--- src/rtl/catbi_pkg.sv ---
// constants, field layouts and types of the counter array timebase block
package catbi_pkg;

    // ************************************************************
    // register offsets (byte addresses, one word each)
    // ************************************************************
    localparam logic [7:0] OFS_CNT_LO   = 8'h00;
    localparam logic [7:0] OFS_CNT_HI   = 8'h04;
    localparam logic [7:0] OFS_MODE     = 8'h08;
    localparam logic [7:0] OFS_IRQ_CTL  = 8'h0C;
    localparam logic [7:0] OFS_MOD_FLAG = 8'h10;
    localparam logic [7:0] OFS_MOD_EN   = 8'h14;
    localparam logic [7:0] OFS_IO_EN    = 8'h18;

    // ************************************************************
    // field positions
    // ************************************************************
    localparam int MODE_ECF   = 0;
    localparam int MODE_TBS_L = 1;
    localparam int MODE_TBS_H = 3;
    localparam int MODE_WDT   = 6;
    localparam int MODE_IDLE  = 7;
    localparam int MODE_COF   = 8;
    localparam int IRQ_MIDF   = 0;
    localparam int IRQ_MIDEN  = 1;
    localparam int IRQ_SEL_L  = 2;
    localparam int IRQ_SEL_H  = 3;
    localparam int IRQ_AIE    = 4;
    localparam int IRQ_GIE    = 5;
    localparam int IRQ_PEND   = 6;
    localparam int NUM_MOD    = 6;

    // ************************************************************
    // timebase codes and prescaler limits
    // ************************************************************
    localparam logic [2:0] TB_DIV12  = 3'h0;
    localparam logic [2:0] TB_DIV4   = 3'h1;
    localparam logic [2:0] TB_T0OVF  = 3'h2;
    localparam logic [2:0] TB_EXTIN  = 3'h3;
    localparam logic [2:0] TB_SYSCLK = 3'h4;
    localparam logic [2:0] TB_OSC8   = 3'h5;
    localparam logic [3:0] DIV12_LAST = 4'hB;
    localparam logic [1:0] DIV4_LAST  = 2'h3;
    localparam logic [15:0] CNT_MAX   = 16'hFFFF;
    localparam logic [15:0] CNT_ONE   = 16'h0001;

    // ************************************************************
    // mode register fields and reset value
    // ************************************************************
    typedef struct packed {
        logic       ovf_flag;
        logic       idle_suspend;
        logic       watchdog_en;
        logic [2:0] timebase_select;
        logic       ovf_irq_en;
    } catbi_mode_t;

    localparam catbi_mode_t MODE_RST = '{
        ovf_flag: 1'b0, idle_suspend: 1'b0, watchdog_en: 1'b1,
        timebase_select: TB_DIV12, ovf_irq_en: 1'b0};

endpackage

--- src/rtl/catbi_counter_array.sv ---
// shared counter, timebase selection and interrupt tree of the array
//
// The placing of the registers and the APB register port were decided locally.
`timescale 1ns/1ps
module catbi_counter_array (
    // clock and reset
    input  wire logic        i_core_clk,
    input  wire logic        i_nrst,
    // apb slave
    input  wire logic        i_psel,
    input  wire logic        i_penable,
    input  wire logic        i_pwrite,
    input  wire logic [7:0]  i_paddr,
    input  wire logic [31:0] i_pwdata,
    output logic      [31:0] o_prdata,
    output logic             o_pready,
    output logic             o_pslverr,
    // count sources
    input  wire logic        i_timer0_overflow,
    input  wire logic        i_external_count_input,
    input  wire logic        i_ext_osc_div8,
    // processor state
    input  wire logic        i_cpu_idle,
    // capture/compare modules
    input  wire logic [5:0]  i_module_trigger,
    input  wire logic [5:0]  i_module_out,
    output logic      [5:0]  o_module_io_line,
    output logic      [5:0]  o_module_io_oe,
    // interrupt and watchdog
    output logic             o_array_irq_request,
    output logic             o_cpu_irq,
    output logic             o_watchdog_enable
);

    // ************************************************************
    // declarations
    // ************************************************************
    logic                 apb_setup;
    logic                 apb_access;
    logic                 apb_wr;
    logic                 apb_rd_setup;
    logic                 hit_lo;
    logic                 hit_hi;
    logic                 hit_mode;
    logic                 hit_irq;
    logic                 hit_flag;
    logic                 hit_men;
    logic                 hit_io;
    logic                 mapped;
    logic [31:0]          next_prdata;
    catbi_pkg::catbi_mode_t mode;
    logic [15:0]          count;
    logic [7:0]           snapshot;
    logic [3:0]           div12;
    logic [1:0]           div4;
    logic                 ext_prev;
    logic                 osc_meta;
    logic                 osc_sync;
    logic                 osc_prev;
    logic                 tick;
    logic                 run;
    logic                 adv;
    logic                 cnt_wr;
    logic                 wrap;
    logic [15:0]          mid_mask;
    logic                 mid_ovf;
    logic                 mid_flag;
    logic                 mid_en;
    logic [1:0]           mid_sel;
    logic                 array_ie;
    logic                 global_ie;
    logic [5:0]           mod_flag;
    logic [5:0]           mod_en;
    logic [5:0]           io_en;
    logic [5:0]           io_line;
    logic                 irq_req;

    // ************************************************************
    // apb decode
    // ************************************************************

    // phases of the transfer
    assign apb_setup    = i_psel & ~i_penable;
    assign apb_access   = i_psel & i_penable;
    assign apb_wr       = apb_access & i_pwrite;
    assign apb_rd_setup = apb_setup & ~i_pwrite;

    // address match per register
    assign hit_lo   = (i_paddr == catbi_pkg::OFS_CNT_LO);
    assign hit_hi   = (i_paddr == catbi_pkg::OFS_CNT_HI);
    assign hit_mode = (i_paddr == catbi_pkg::OFS_MODE);
    assign hit_irq  = (i_paddr == catbi_pkg::OFS_IRQ_CTL);
    assign hit_flag = (i_paddr == catbi_pkg::OFS_MOD_FLAG);
    assign hit_men  = (i_paddr == catbi_pkg::OFS_MOD_EN);
    assign hit_io   = (i_paddr == catbi_pkg::OFS_IO_EN);
    assign mapped   = hit_lo | hit_hi | hit_mode | hit_irq
                    | hit_flag | hit_men | hit_io;

    // zero wait states; unmapped addresses answer with an error
    assign o_pready  = apb_access;
    assign o_pslverr = apb_access & ~mapped;

    // read data mux, sampled during the setup cycle
    always_comb begin
        next_prdata = 32'h0000_0000;
        if (hit_lo) begin
            next_prdata[7:0] = count[7:0];
        end else if (hit_hi) begin
            next_prdata[7:0] = snapshot;
        end else if (hit_mode) begin
            next_prdata[catbi_pkg::MODE_COF:0] = {mode.ovf_flag,
                mode.idle_suspend, mode.watchdog_en, 2'h0,
                mode.timebase_select, mode.ovf_irq_en};
        end else if (hit_irq) begin
            next_prdata[catbi_pkg::IRQ_MIDF]  = mid_flag;
            next_prdata[catbi_pkg::IRQ_MIDEN] = mid_en;
            next_prdata[catbi_pkg::IRQ_SEL_H:catbi_pkg::IRQ_SEL_L] =
                mid_sel;
            next_prdata[catbi_pkg::IRQ_AIE]   = array_ie;
            next_prdata[catbi_pkg::IRQ_GIE]   = global_ie;
            next_prdata[catbi_pkg::IRQ_PEND]  = irq_req;
        end else if (hit_flag) begin
            next_prdata[5:0] = mod_flag;
        end else if (hit_men) begin
            next_prdata[5:0] = mod_en;
        end else if (hit_io) begin
            next_prdata[5:0] = io_en;
        end
    end

    // read data register, ready when the access phase starts
    always_ff @(posedge i_core_clk) begin
        if (!i_nrst) begin
            o_prdata <= 32'h0000_0000;
        end else if (apb_rd_setup) begin
            o_prdata <= next_prdata;
        end
    end

    // snapshot is taken in the same cycle as the low byte value,
    // so both halves come from one count sample
    always_ff @(posedge i_core_clk) begin
        if (!i_nrst) begin
            snapshot <= 8'h00;
        end else if (apb_rd_setup && hit_lo) begin
            snapshot <= count[15:8];
        end
    end

    // ************************************************************
    // timebase
    // ************************************************************

    // divide by twelve prescaler
    always_ff @(posedge i_core_clk) begin
        if (!i_nrst) begin
            div12 <= 4'h0;
        end else if (div12 == catbi_pkg::DIV12_LAST) begin
            div12 <= 4'h0;
        end else begin
            div12 <= div12 + 4'h1;
        end
    end

    // divide by four prescaler
    always_ff @(posedge i_core_clk) begin
        if (!i_nrst) begin
            div4 <= 2'h0;
        end else begin
            div4 <= div4 + 2'h1; // wraps at three by width
        end
    end

    // external input edge history; input is already synchronous
    always_ff @(posedge i_core_clk) begin
        if (!i_nrst) begin
            ext_prev <= 1'b0;
        end else begin
            ext_prev <= i_external_count_input;
        end
    end

    // two stage resync
    // the oscillator runs apart from the core clock, so only the
    // second stage and later ones are looked at
    always_ff @(posedge i_core_clk) begin
        if (!i_nrst) begin
            osc_meta <= 1'b0;
            osc_sync <= 1'b0;
            osc_prev <= 1'b0;
        end else begin
            osc_meta <= i_ext_osc_div8;
            osc_sync <= osc_meta;
            osc_prev <= osc_sync;
        end
    end

    always_comb begin
        case (mode.timebase_select)
            catbi_pkg::TB_DIV12: begin
                tick = (div12 == catbi_pkg::DIV12_LAST);
            end
            catbi_pkg::TB_DIV4: begin
                tick = (div4 == catbi_pkg::DIV4_LAST);
            end
            catbi_pkg::TB_T0OVF: begin
                tick = i_timer0_overflow;
            end
            catbi_pkg::TB_EXTIN: begin
                tick = ext_prev & ~i_external_count_input;
            end
            catbi_pkg::TB_SYSCLK: begin
                tick = 1'b1;
            end
            catbi_pkg::TB_OSC8: begin
                tick = osc_sync & ~osc_prev;
            end
            default: begin
                tick = 1'b0; // reserved codes stop the counter
            end
        endcase
    end

    assign run = ~(mode.idle_suspend & i_cpu_idle);
    assign adv = tick & run;

    // ************************************************************
    // counter
    // ************************************************************

    assign cnt_wr = apb_wr & (hit_lo | hit_hi) & ~mode.watchdog_en;

    assign wrap = adv & ~cnt_wr & (count == catbi_pkg::CNT_MAX);

    always_comb begin
        case (mid_sel)
            2'h0:    mid_mask = 16'h00FF;
            2'h1:    mid_mask = 16'h01FF;
            2'h2:    mid_mask = 16'h03FF;
            2'h3:    mid_mask = 16'h07FF;
            default: mid_mask = 16'h00FF;
        endcase
    end
    assign mid_ovf = adv & ~cnt_wr & ((count & mid_mask) == mid_mask);

    // reads do not touch it
    // a software write wins over a tick in the same cycle
    always_ff @(posedge i_core_clk) begin
        if (!i_nrst) begin
            count <= 16'h0000;
        end else if (cnt_wr && hit_lo) begin
            count[7:0] <= i_pwdata[7:0];
        end else if (cnt_wr && hit_hi) begin
            count[15:8] <= i_pwdata[7:0];
        end else if (adv) begin
            count <= count + catbi_pkg::CNT_ONE;
        end
    end

    // ************************************************************
    // mode register
    // ************************************************************

    always_ff @(posedge i_core_clk) begin
        if (!i_nrst) begin
            mode.idle_suspend    <= catbi_pkg::MODE_RST.idle_suspend;
            mode.watchdog_en     <= catbi_pkg::MODE_RST.watchdog_en;
            mode.timebase_select <= catbi_pkg::MODE_RST.timebase_select;
            mode.ovf_irq_en      <= catbi_pkg::MODE_RST.ovf_irq_en;
        end else if (apb_wr && hit_mode) begin
            mode.watchdog_en <= i_pwdata[catbi_pkg::MODE_WDT];
            if (!mode.watchdog_en) begin
                mode.idle_suspend    <= i_pwdata[catbi_pkg::MODE_IDLE];
                mode.timebase_select <= i_pwdata[catbi_pkg::MODE_TBS_H:
                                                 catbi_pkg::MODE_TBS_L];
                mode.ovf_irq_en      <= i_pwdata[catbi_pkg::MODE_ECF];
            end
        end
    end

    // set on wrap
    // write one to clear; a wrap in the same cycle keeps it set
    always_ff @(posedge i_core_clk) begin
        if (!i_nrst) begin
            mode.ovf_flag <= catbi_pkg::MODE_RST.ovf_flag;
        end else if (wrap) begin
            mode.ovf_flag <= 1'b1;
        end else if (apb_wr && hit_mode && i_pwdata[catbi_pkg::MODE_COF]) begin
            mode.ovf_flag <= 1'b0;
        end
    end

    // ************************************************************
    // interrupt control
    // ************************************************************

    // enables and intermediate bit select
    always_ff @(posedge i_core_clk) begin
        if (!i_nrst) begin
            mid_en    <= 1'b0;
            mid_sel   <= 2'h0;
            array_ie  <= 1'b0;
            global_ie <= 1'b0;
        end else if (apb_wr && hit_irq) begin
            mid_en    <= i_pwdata[catbi_pkg::IRQ_MIDEN];
            mid_sel   <= i_pwdata[catbi_pkg::IRQ_SEL_H:
                                  catbi_pkg::IRQ_SEL_L];
            array_ie  <= i_pwdata[catbi_pkg::IRQ_AIE];
            global_ie <= i_pwdata[catbi_pkg::IRQ_GIE];
        end
    end

    always_ff @(posedge i_core_clk) begin
        if (!i_nrst) begin
            mid_flag <= 1'b0;
        end else if (mid_ovf) begin
            mid_flag <= 1'b1;
        end else if (apb_wr && hit_irq && i_pwdata[catbi_pkg::IRQ_MIDF]) begin
            mid_flag <= 1'b0;
        end
    end

    // set whatever the enable
    // a trigger beats a clear of the same bit
    always_ff @(posedge i_core_clk) begin
        if (!i_nrst) begin
            mod_flag <= 6'h00;
        end else if (apb_wr && hit_flag) begin
            mod_flag <= (mod_flag & ~i_pwdata[5:0]) | i_module_trigger;
        end else begin
            mod_flag <= mod_flag | i_module_trigger;
        end
    end

    // per module enables
    always_ff @(posedge i_core_clk) begin
        if (!i_nrst) begin
            mod_en <= 6'h00;
        end else if (apb_wr && hit_men) begin
            mod_en <= i_pwdata[5:0];
        end
    end

    assign irq_req = (mode.ovf_flag & mode.ovf_irq_en)
                   | (mid_flag & mid_en)
                   | (|(mod_flag & mod_en));

    assign o_array_irq_request = irq_req;
    assign o_cpu_irq           = irq_req & global_ie & array_ie;
    assign o_watchdog_enable   = mode.watchdog_en;

    // ************************************************************
    // module io lines
    // ************************************************************

    // io line enable register
    always_ff @(posedge i_core_clk) begin
        if (!i_nrst) begin
            io_en <= 6'h00;
        end else if (apb_wr && hit_io) begin
            io_en <= i_pwdata[5:0];
        end
    end

    // route only when enabled
    // registered so the pin never sees a glitch from module logic
    always_ff @(posedge i_core_clk) begin
        if (!i_nrst) begin
            io_line <= 6'h00;
        end else begin
            io_line <= i_module_out & io_en;
        end
    end

    assign o_module_io_line = io_line;
    assign o_module_io_oe   = io_en;

endmodule

--- config.mk ---
export PLATFORM = sky130hd
export DESIGN_NAME = catbi_counter_array
export DESIGN_NICKNAME = d
export VERILOG_FILES = /design/src/rtl/catbi_pkg.sv /design/src/rtl/catbi_counter_array.sv
export SDC_FILE = /design/constraint.sdc
export NUM_CORES = 1
export LEC_CHECK = 0
export ABC_CLOCK_PERIOD_IN_PS = 3960
export BUFFER_PORTS_ARGS = -buffer_cell sky130_fd_sc_hd__buf_4
export CAP_MARGIN = 20
export CORE_MARGIN = 10
export CORE_UTILIZATION = 57
export CTS_CLUSTER_SIZE = 16
export DETAILED_ROUTE_END_ITERATION = 16
export PLACE_DENSITY = 0.9
export SLEW_MARGIN = 10
export SYNTH_ARGS = -nofsm -noshare
export SYNTH_HDL_FRONTEND = slang
export SYNTH_SLANG_ARGS = --single-unit
export TNS_END_PERCENT = 50
--- constraint.sdc ---
create_clock -name i_core_clk -period 3.96 [get_ports i_core_clk]
set_clock_uncertainty 0.15 [all_clocks]
set_input_delay 0.198 -clock i_core_clk [delete_from_list [all_inputs] [get_ports i_core_clk]]
set_output_delay 0.198 -clock i_core_clk [all_outputs]
set_load 0.02 [all_outputs]
==> results of run 1 <==
[area by class of cell]
type | instances | share of cell area, %
multi-input cells | 383 | 46.8
flip-flops and latches | 80 | 32.3
repair buffers | 88 | 14.4
clock buffers | 9 | 2.49
well taps | 99 | 2.49
clock inverters | 7 | 1.23
inverters | 4 | 0.302
[worst reg2reg max path: cells and delay by family (launching register included)]
kind                     cells  cell delay (ps)
AO/OA/AOI/OAI                2              470
adder cells (fa/ha/maj)      1              240
flip-flops                   1              380
AND/OR/NAND/NOR              3             1130
[power by group through the flow]
| stage | Sequential (mW) | Clock, mW | Combinational (mW) |
|---|---|---|---|
| after floorplan | 0.843 | 0 | 0.0958 |
| after global placement | 0.842 | 0 | 0.137 |
| after detailed placement | 0.843 | 0 | 0.142 |
| after CTS | 0.824 | 0.583 | 0.159 |
| after global routing | 0.826 | 0.618 | 0.177 |
| final | 0.825 | 0.584 | 0.164 |
[Yosys cell counts (all sizes together) (4+ instances only)]
cell type	number	area share, %
mux2i	21	5.1
a31oi	6	0.90
o22ai	4	0.60
or3	7	1.1
and2	12	1.8
clkbuf	19	1.7
o21ai	25	3.0
o21a	11	2.0
o31ai	5	0.90
nor2b	4	0.60
nand3	27	3.4
dfxtp	80	39
nand2	53	4.8
a21oi	41	4.9
nor3	14	2.0
a2bb2oi	4	0.84
buf	33	5.5
and3	17	2.6
nor4	5	1.3
nand4	8	1.2
nor2	31	2.9
a22oi	10	1.8
a21boi	7	1.3
[kinds of logic (layout without fill, tap and decap cells)]
group / count (synthesis) / after routing / share of synthesized area, %
DFF: 80 / 80 / 38.5
xor gates and xnor gates: 2 / 2 / 0.422
buffers and inverters: 56 / 108 / 7.56
adders and majority gates: 3 / 3 / 0.903
other: 1 / 23 / 0.0902
AOI/OAI and AO/OA: 139 / 139 / 22.3
and+or+nand+nor: 194 / 194 / 24.8
muxes: 22 / 22 / 5.33
[metrics by stage]
| step | cells | total power [mW] |
|---|---|---|
| global route | 670 | 1.62 |
| global placement | 632 | 0.979 |
| CTS | 670 | 1.57 |
| floorplan | 519 | 0.939 |
| finish | 670 | 1.57 |
| detailed placement | 632 | 0.985 |
[worst max path at each step]
stage,slack (ps),end,startpoint
4_1_cts,1530,mode[6],div12[0]
3_5_place_dp,1570,mode[6],div12[0]
3_3_place_gp,1660,count[13],o_watchdog_enable
5_1_grt,1340,count[13],o_watchdog_enable
6_report,1520,mode[6],div12[0]
2_1_floorplan,1920,mode[6],o_watchdog_enable
[what timing repair did]
item / in CTS / in global routing
gates resized for setup: 0 / 0
endpoints found under the hold margin: 22 / 0
hold buffers: 22 / 0
[routing by layer]
layer / up-vias / track usage (%) / wire length, um
met4: 0 / 12.4 / 482
met2: 223 / 37.4 / 6110
met3: 50 / 7.73 / 1300
met5: - / 0 / 0
met1: 1953 / 25.0 / 4750
li1: 1919 / - / -
[sequential cells by signal, indices dropped and copies added, names as in the netlist, 2 cells and up]
signal            cells
count                16
div4                  2
div12                 4
o_module_io_line      6
o_prdata              9
snapshot              8
mode                  6
o_module_io_oe        6
mod_en                6
mod_flag              6
mid_sel               2
==> summary.md, run 1 <==
| Metric | Value |
|---|---|
| Final setup vio count | 0 |
| R2R Path End | mode[6] |
| Via count | 4145 |
| RSZ-0062 raised after global routing | no |
| Fillers | 564 |
| First-pass GRT wire length | 20800 um |
| Vias in the first global route | 4241 |
| Wirelength per Cell | 18.9 um |
| Max Clk Rate | 410 MHz |
| R2R depth | 6 |
| Setup bufs post-CTS | 0 |
| WP data required | 4110 ps |
| Antenna violations before repair | 0 |
| Post-route setup TNS | 0 ps |
| Die W | 105 um |
| Slew HR | 52.7% |
| Yosys warnings | 0 |
| CP delay by family, top | simple AND/OR/NAND/NOR gates |
| Die area | 0.0111 mm2 |
| Final net count | 630 |
| Top-Level Pins | 110 |
| Avg Inst Size Synth | 8.36 um2 |
| CP max stage cell | or4_1 |
| WHS | 11.3 ps |
| Iteration-0 DRC Markers | 295 |
| PnR worst setup slack | 1520 ps |
| Initial Util | 57.9% |
| Sequential share of power | 52.4% |
| I/O Buffers | 63 |
| Root Buffer Master | clkbuf_8 |
| Reg2Reg Launch Point | div12[0] |
| Most frequent cells in the layout | dfxtp_1, buf_4, nand2_1, a21oi_1, nor2_1 |
| Core Util, Final | 69.2% |
| Comb pwr share | 10.4% |
| Core Area | 0.00718 mm2 |
| Longest Clk Path Bufs | 2 |
| Largest net degree at the start of global routing | 44 |
| Layout cell share with drive strength beyond 1 | 16.6% |
| EDFF count, synth | 0 |
| Remaining antenna violation count after routing | 0 |
| P_int | 1.13 mW |
| Clock power share | 37.1% |
| Total GRT Usage | 22.6% |
| Total grt overflow | 0 |
| Main synth FF type | dfxtp_1 |
| Cell Chain, Critical Path | ha_1 > nand3b_1 > a32oi_2 > nand3_2 > or4_1 > a21oi_1 |
| Mapped Cells | 497 |
| Die height | 105 um |
| Final Max Slew Viols | 0 |
| #FFs+latches synth | 80 |
| ANT cells | 0 |
| Design Area, Final | 0.00496 mm2 |
| Pre-CTS setup slack | 1570 ps |
| Sequential cell area | 0.00160 mm2 |
| Hpwl dp | 8980 um |
| Power Dens Cells | 317 mW/mm2 |
| CP endpoint kind | flop |
| Multi-input logic area | 0.00232 mm2 |
| Reg2Reg Setup Slack | 1520 ps |
| Critical path fanouts, max | 17 |
| Post-Route WL | 12600 um |
| Hold Crit Start | i_pwdata[4] |
| Hold Path Class | in -> reg |
| CP startpoint kind | flop |
| NetSw | 0.447 mW |
| Post-route DRC violation count | 0 |
| CP bufs+invs | 0 |
| Tmin final | 2440 ps |
| Worst-skew pair later-pin latency | 380 ps |
| Worst hold path cell count | 3 |
| Seq/Total Area, Yosys | 38.5% |
| Commonest non-fill, non-tap cell in the layout | dfxtp_1 |
| Sw frac | 28.4% |
| TritonCTS clock tree | built |
| Ys async rst share | 0% |
| Max Cap Violations | 0 |
| Post-Syn Area | 0.00416 mm2 |
| RD Place Congestion | 0.983 |
| Crit path depth | 6 |
| Period utilisation layout | 61.6% |
| Slew at the pin closest to its max-slew limit | 705 ps |
| Outcome | complete, no violations |
| Site Rows | 31 |
| Clock Sinks | 80 |
| Post-synthesis cell type count | 67 |
| Via-to-Cell Ratio | 6.19 |
| Number of CTS-inserted buffers | 9 |
| DR pass1 iterations | 5 |
| Crit path kind | reg -> reg |
| Worst Path Arrival | 2590 ps |
| Largest stage delay, worst path | 630 ps |
| VDD IR max | 0.210 mV |
| Worst Hold End | mod_en[4] |
| Max H-tree Level | 3 |
| CTS clock-pin slew for the worst setup and hold paths | 90 ps |
| Dpl cell area | 0.00456 mm2 |
| Hold Fails Final Rpt | 0 |
| LEAKAGE | 1.91 nW |
| Area grow syn2layout | 19.4% |
No activity file was read; power rests on OpenSTA's default activity.
==> run 2, diff against run 1 <==
--- a/config.mk
+++ b/config.mk
@@ -5,14 +5,14 @@
 export SDC_FILE = /design/constraint.sdc
 export NUM_CORES = 1
 export LEC_CHECK = 0
-export ABC_CLOCK_PERIOD_IN_PS = 3960
+export ABC_CLOCK_PERIOD_IN_PS = 2500
 export BUFFER_PORTS_ARGS = -buffer_cell sky130_fd_sc_hd__buf_4
 export CAP_MARGIN = 20
 export CORE_MARGIN = 10
-export CORE_UTILIZATION = 57
+export CORE_UTILIZATION = 53
 export CTS_CLUSTER_SIZE = 16
 export DETAILED_ROUTE_END_ITERATION = 16
-export PLACE_DENSITY = 0.9
+export PLACE_DENSITY = 0.85
 export SLEW_MARGIN = 10
 export SYNTH_ARGS = -nofsm -noshare
 export SYNTH_HDL_FRONTEND = slang
==> constraint.sdc (replaced) <==
create_clock -name i_core_clk -period 2.5 [get_ports i_core_clk]
set_clock_uncertainty 0.15 [all_clocks]
set_input_delay 0.125 -clock i_core_clk [delete_from_list [all_inputs] [get_ports i_core_clk]]
set_output_delay 0.125 -clock i_core_clk [all_outputs]
set_load 0.02 [all_outputs]
==> run 2 against run 1 <==
Net effect: combinational power up 62%; total power up 63%; sequential power up 59%; design area up 2.2%; setup slack worse by 1300 ps; critical path type unchanged; largest cell class unchanged; largest power group unchanged; highest routed layer unchanged.
==> summary.md, run 2 (synthesis gave the netlist of run 1 again) <==
| Metric | Value |
|---|---|
| Outcome | complete, no violations |
| Remaining antenna violation count after routing | 0 (unchanged) |
| Slew HR | 60.4% (+7.7 points) |
| Final setup vio count | 0 (unchanged) |
| Largest net degree at the start of global routing | 44 (unchanged) |
| Post-Route WL | 12900 um (+2.0%) |
| Vias in the first global route | 4089 (-3.6%) |
| Core Util, Final | 66.0% (-3.2 points) |
| Met3 wire len | 1270 um (-1.9%) |
| Multi-input logic area | 0.00232 mm2 (unchanged) |
| Worst Path Arrival | 2420 ps (-170 ps) |
| WP data required | 2650 ps (-1460 ps) |
| Via count | 4134 (-0.27%) |
| TritonCTS clock tree | built |
| Clock Sinks | 80 (unchanged) |
| Via-to-Cell Ratio | 6.04 (-2.3%) |
| Die height | 109 um (+3.0%) |
| VDD IR max | 0.416 mV (+99%) |
| Longest Clk Path Bufs | 2 (unchanged) |
| Most flops, register | count |
| Sequential cell area | 0.00160 mm2 (unchanged) |
| Max layer used | met4 |
| Critical path origin | osc_sync |
| RSZ-0062 raised after global routing | no |
| Setup bufs post-CTS | 0 (unchanged) |
| Critical path fanouts, max | 14 (-3) |
| Tmin final | 2270 ps (-169 ps) |
| Period utilisation layout | 90.8% (+29 points) |
| Resize count post-CTS | 0 (unchanged) |
| Max Cap Violations | 0 (unchanged) |
| Iteration-0 DRC Markers | 349 (+18%) |
| Cell Chain, Critical Path | or2b_1 > a311oi_4 > nand3_2 > buf_4 > or3_1 > a31oi_1 |
| Crit path kind | reg -> reg |
| Hold Fails Final Rpt | 0 (unchanged) |
| Die area | 0.0118 mm2 (+6.1%) |
| PnR worst setup slack | 229 ps (-1290 ps) |
| Number of CTS-inserted buffers | 9 (unchanged) |
| CP startpoint kind | flop |
| Fillers | 636 (+13%) |
| M1 WL | 4850 um (+2.1%) |
| RD Place Congestion | 0.950 (-3.3%) |
| Reg2Reg Launch Point | osc_sync |
| DR pass1 iterations | 5 (unchanged) |
| CTS clock-pin slew for the worst setup and hold paths | 80 ps (about the same) |
| Hpwl dp | 9220 um (+2.7%) |
| Max H-tree Level | 3 (unchanged) |
| Hold Crit Start | i_nrst |
| First-pass GRT wire length | 20700 um (-0.86%) |
| Site Rows | 32 (+3.2%) |
| CP max stage cell | a311oi_4 |
| Biggest regs | count (16), o_prdata (9), snapshot (8) |
| I/O Buffers | 63 (unchanged) |
| Layout cell share with drive strength beyond 1 | 17.9% (+1.2 points) |
| Most frequent cells in the layout | dfxtp_1, buf_4, nand2_1, a21oi_1, nor2_1 |
| Die W | 109 um (+3.0%) |
| LEAKAGE | 1.97 nW (+2.9%) |
| Inst Count DP | 645 (+2.1%) |
| Final Max Slew Viols | 0 (unchanged) |
| Total grt overflow | 0 (unchanged) |
| Post-route setup TNS | 0 ps (unchanged) |
| Hold Path Class | in -> reg |
| Core Area | 0.00769 mm2 (+7.1%) |
| Pre-CTS setup slack | 243 ps (-1330 ps) |
| Cts hold-fix bufs | 23 (+4.5%) |
| Area grow syn2layout | 22.0% |
| Max reg flops | 16 (unchanged) |
| Final net count | 641 (+1.7%) |
| Antenna violations before repair | 0 (unchanged) |
| Slew at the pin closest to its max-slew limit | 593 ps (-112 ps) |
| Max Clk Rate | 440 MHz (+7.4%) |
| Initial Util | 54.1% (-3.9 points) |
| Wirelength per Cell | 18.8 um (-0.13%) |
| CP endpoint kind | flop |
| Top-Level Pins | 110 (unchanged) |
| Total GRT Usage | 21.9% (-0.74 points) |
| Root Buffer Master | clkbuf_8 |
| ANT cells | 0 (unchanged) |
| Post-route DRC violation count | 0 (unchanged) |
| Power Dens Cells | 505 mW/mm2 (+60%) |
| Non-Filler Instances | 684 (+2.1%) |
| Commonest non-fill, non-tap cell in the layout | dfxtp_1 |
| Met2 WL | 6290 um (+2.9%) |
| Largest stage delay, worst path | 410 ps (-220 ps) |
| Worst-skew pair later-pin latency | 360 ps (-20 ps) |
run 2: power breakdown:
part	total (mW)	internal, mW	switching [mW]	leakage, nW
clock network	0.993	0.496	0.497	0.0966
logic	0.265	0.112	0.153	1.22
registers	1.31	1.29	0.0133	0.649
run 2: metrics by stage:
stage | area, um2 | hold WS [ps] | power (mW)
3_5_place_dp | 4640 | 190 | 1.57
5_1_grt | 5070 | 48.5 | 2.64
2_1_floorplan | 4240 | 96.7 | 1.49
6_report | 5070 | 18.4 | 2.56
3_3_place_gp | 4640 | 183 | 1.56
4_1_cts | 5070 | 8.15 | 2.56
run 2: layout make-up:
class                   instances  area share, %
multi-input cells             383           45.8
well taps                     102           2.52
inverters                       4          0.296
clock inverters                 5           1.23
clock buffers                  11           2.79
repair buffers                 99           15.8
flip-flops and latches         80           31.6
run 2: worst paths after layout:
path                                           to  slack [ps]  cells past startpoint
worst max-delay path                     count[5]         230                      6
worst min-delay path            o_watchdog_enable          20                      2
worst max register to register           count[5]         230                      6
worst min register to register            div4[0]         280                      1
run 2: worst max-delay path, delay by kind of cell (launching register included):
kind / cells / cell delay, ps
AOI/OAI and AO/OA: 2 / 560
buffers and inverters: 1 / 250
and+or+nand+nor: 3 / 910
DFF: 1 / 330
run 2: per-layer routing:
| metal | vias to the layer above | track usage (%) |
|---|---|---|
| met1 | 1911 | 25.5 |
| li1 | 1942 | - |
| met5 | - | 0 |
| met2 | 233 | 36.9 |
| met3 | 48 | 6.31 |
| met4 | 0 | 8.95 |
==> run 3, diff against run 2 <==
--- a/config.mk
+++ b/config.mk
@@ -12,7 +12,7 @@
 export CORE_UTILIZATION = 53
 export CTS_CLUSTER_SIZE = 16
 export DETAILED_ROUTE_END_ITERATION = 16
-export PLACE_DENSITY = 0.85
+export PLACE_DENSITY = 0.84
 export SLEW_MARGIN = 10
 export SYNTH_ARGS = -nofsm -noshare
 export SYNTH_HDL_FRONTEND = slang
==> run 3 against run 2 <==
Net effect: design area is 0.64% lower; non-clock buffer count down 1; first-iteration DRC count rose by 36%; setup slack worse by 17 ps; sequential power barely moved; critical path depth shrank 1; flip-flop and latch count stayed put; global-route usage decreased by 0.37 points; wire length shrank 0.50%; via count up 1.2%; final cell count decreased by 0.15%.
==> summary.md, run 3 (synthesis gave the netlist of run 1 again) <==
| Metric | Value |
|---|---|
| WHS | 20.8 ps (+2.38 ps) |
| Sequential cell area | 0.00160 mm2 (unchanged) |
| Setup bufs post-CTS | 0 (unchanged) |
| Clock Sinks | 80 (unchanged) |
| Site Rows | 32 (unchanged) |
| VDD IR max | 0.306 mV (-27%) |
| R2R Path End | mode[6] |
| WP data required | 2640 ps (about the same) |
| Initial Util | 54.1% (unchanged) |
| Root Buffer Master | clkbuf_8 |
| I/O Buffers | 63 (unchanged) |
| Period utilisation layout | 91.5% (+0.70 points) |
| Worst-skew pair later-pin latency | 360 ps (about the same) |
| Multi-input logic area | 0.00232 mm2 (unchanged) |
| Wirelength per Cell | 18.8 um (-0.35%) |
| Worst Path Arrival | 2430 ps (about the same) |
| LEAKAGE | 1.95 nW (-0.80%) |
| Via count | 4183 (+1.2%) |
| Area grow syn2layout | 21.3% |
| Hold Fails Final Rpt | 0 (unchanged) |
| First-pass GRT wire length | 20300 um (-1.7%) |
| Max Clk Rate | 437 MHz (-0.76%) |
| Slew at the pin closest to its max-slew limit | 596 ps (+3.59 ps) |
| Final Max Slew Viols | 0 (unchanged) |
| Reg2Reg Launch Point | mode[3] |
| Layout cell share with drive strength beyond 1 | 17.9% (+0.031 points) |
| Outcome | complete, no violations |
| Post-Route WL | 12800 um (-0.50%) |
| Antenna violations before repair | 0 (unchanged) |
| Iteration-0 DRC Markers | 474 (+36%) |
| TritonCTS clock tree | built |
| Post-route setup TNS | 0 ps (unchanged) |
| Fillers | 640 (+0.63%) |
| Longest Clk Path Bufs | 2 (unchanged) |
| R2R depth | 5 (-1) |
| Most frequent cells in the layout | dfxtp_1, buf_4, nand2_1, a21oi_1, nor2_1 |
| Hold Path Class | in -> reg |
| Final setup vio count | 0 (unchanged) |
| Die height | 109 um (unchanged) |
| Total grt overflow | 0 (unchanged) |
| RSZ-0062 raised after global routing | no |
| Slew HR | 60.1% (-0.24 points) |
| Power Dens Cells | 488 mW/mm2 (-3.5%) |
| ANT cells | 0 (unchanged) |
| Top-Level Pins | 110 (unchanged) |
| Commonest non-fill, non-tap cell in the layout | dfxtp_1 |
| Max reg flops | 16 (unchanged) |
| CTS clock-pin slew for the worst setup and hold paths | 90 ps (about the same) |
| Die W | 109 um (unchanged) |
| Max H-tree Level | 3 (unchanged) |
| Core Util, Final | 65.6% (-0.42 points) |
| DR pass1 iterations | 5 (unchanged) |
| Via-to-Cell Ratio | 6.12 (+1.3%) |
| CP startpoint kind | flop |
| Hold Crit Start | i_nrst |
| Tmin final | 2290 ps (+17.5 ps) |
| Core Area | 0.00769 mm2 (unchanged) |
| Total GRT Usage | 21.5% (-0.37 points) |
| Biggest regs | count (16), o_prdata (9), snapshot (8) |
| Worst Hold End | o_watchdog_enable |
| Hpwl dp | 9110 um (-1.2%) |
| Reg2Reg Setup Slack | 210 ps (-20 ps) |
| Critical path fanouts, max | 16 (+2) |
| Worst hold path cell count | 2 (unchanged) |
| RD Place Congestion | 0.942 (-0.87%) |
| Max Cap Violations | 0 (unchanged) |
| Number of CTS-inserted buffers | 9 (unchanged) |
| Remaining antenna violation count after routing | 0 (unchanged) |
| Crit path kind | reg -> reg |
| Vias in the first global route | 4009 (-2.0%) |
| CP endpoint kind | flop |
| Die area | 0.0118 mm2 (unchanged) |
| Most flops, register | count |
| Largest net degree at the start of global routing | 44 (unchanged) |
| Post-route DRC violation count | 0 (unchanged) |
| Final net count | 640 (-0.16%) |
[run 3: cell count changes in the layout (fill, tap and decap cells not counted), sizes merged]
cell,delta
buf,-1
bufinv,-1
clkbuf,-2
clkinv,+3
[run 3: repair_timing]
| item | CTS | global route |
|---|---|---|
| endpoints found under the setup margin | 0 | 0 |
| hold endpoints to repair | 42 | 0 |
| gates resized for setup | 0 | 0 |
| hold buffers | 23 | 0 |
[run 3: report_power, final]
| part | switching [mW] | internal [mW] |
|---|---|---|
| combinational | 0.155 | 0.111 |
| clock | 0.517 | 0.369 |
| sequential | 0.0126 | 1.29 |
[run 3: cell type report]
cell class,count,area share (%)
Clock buffer,9,2.46
Tap cell,102,2.53
Multi-Input combinational cell,383,46.1
Clock inverter,7,1.09
Inverter,4,0.298
Timing Repair Buffer,98,15.7
Sequential cell,80,31.8
[run 3: worst max path at each step]
| stage | start | end | slack, ps | cells after the start |
|---|---|---|---|---|
| after floorplan | o_watchdog_enable | mode[6] | 460 | 6 |
| after detailed placement | osc_sync | mode[6] | 260 | 5 |
| after global routing | osc_sync | mode[6] | 30 | 5 |
| after CTS | osc_sync | mode[6] | 220 | 5 |
| final | mode[3] | mode[6] | 210 | 5 |
| after global placement | osc_sync | mode[6] | 280 | 5 |
[run 3: worst max-delay path, cell delays in order (launching register included)]
cell	delay (ps)
dfxtp_1	490
nor4b_1	140
a311oi_4	390
nand3_2	330
or4_1	590
a21oi_1	140
[run 3: metrics by stage]
| stage | worst slack [ps] | instances | total power [mW] | cell area (um2) |
|---|---|---|---|---|
| 3_5_place_dp | 258 | 644 | 1.56 | 4630 |
| 5_1_grt | 27.9 | 683 | 2.54 | 5040 |
| 2_1_floorplan | 458 | 519 | 1.49 | 4240 |
| 6_report | 212 | 683 | 2.46 | 5040 |
| 3_3_place_gp | 279 | 644 | 1.56 | 4630 |
| 4_1_cts | 219 | 683 | 2.45 | 5040 |
[run 3: per-layer routing]
layer	wire length (um)	track usage (%)	part of all wire, %	vias up
met1	4690	24.9	37	1955
li1	-	-	-	1941
met4	389	9.79	3.0	0
met2	6260	35.9	49	244
met5	0	0	0	-
met3	1480	6.25	12	43
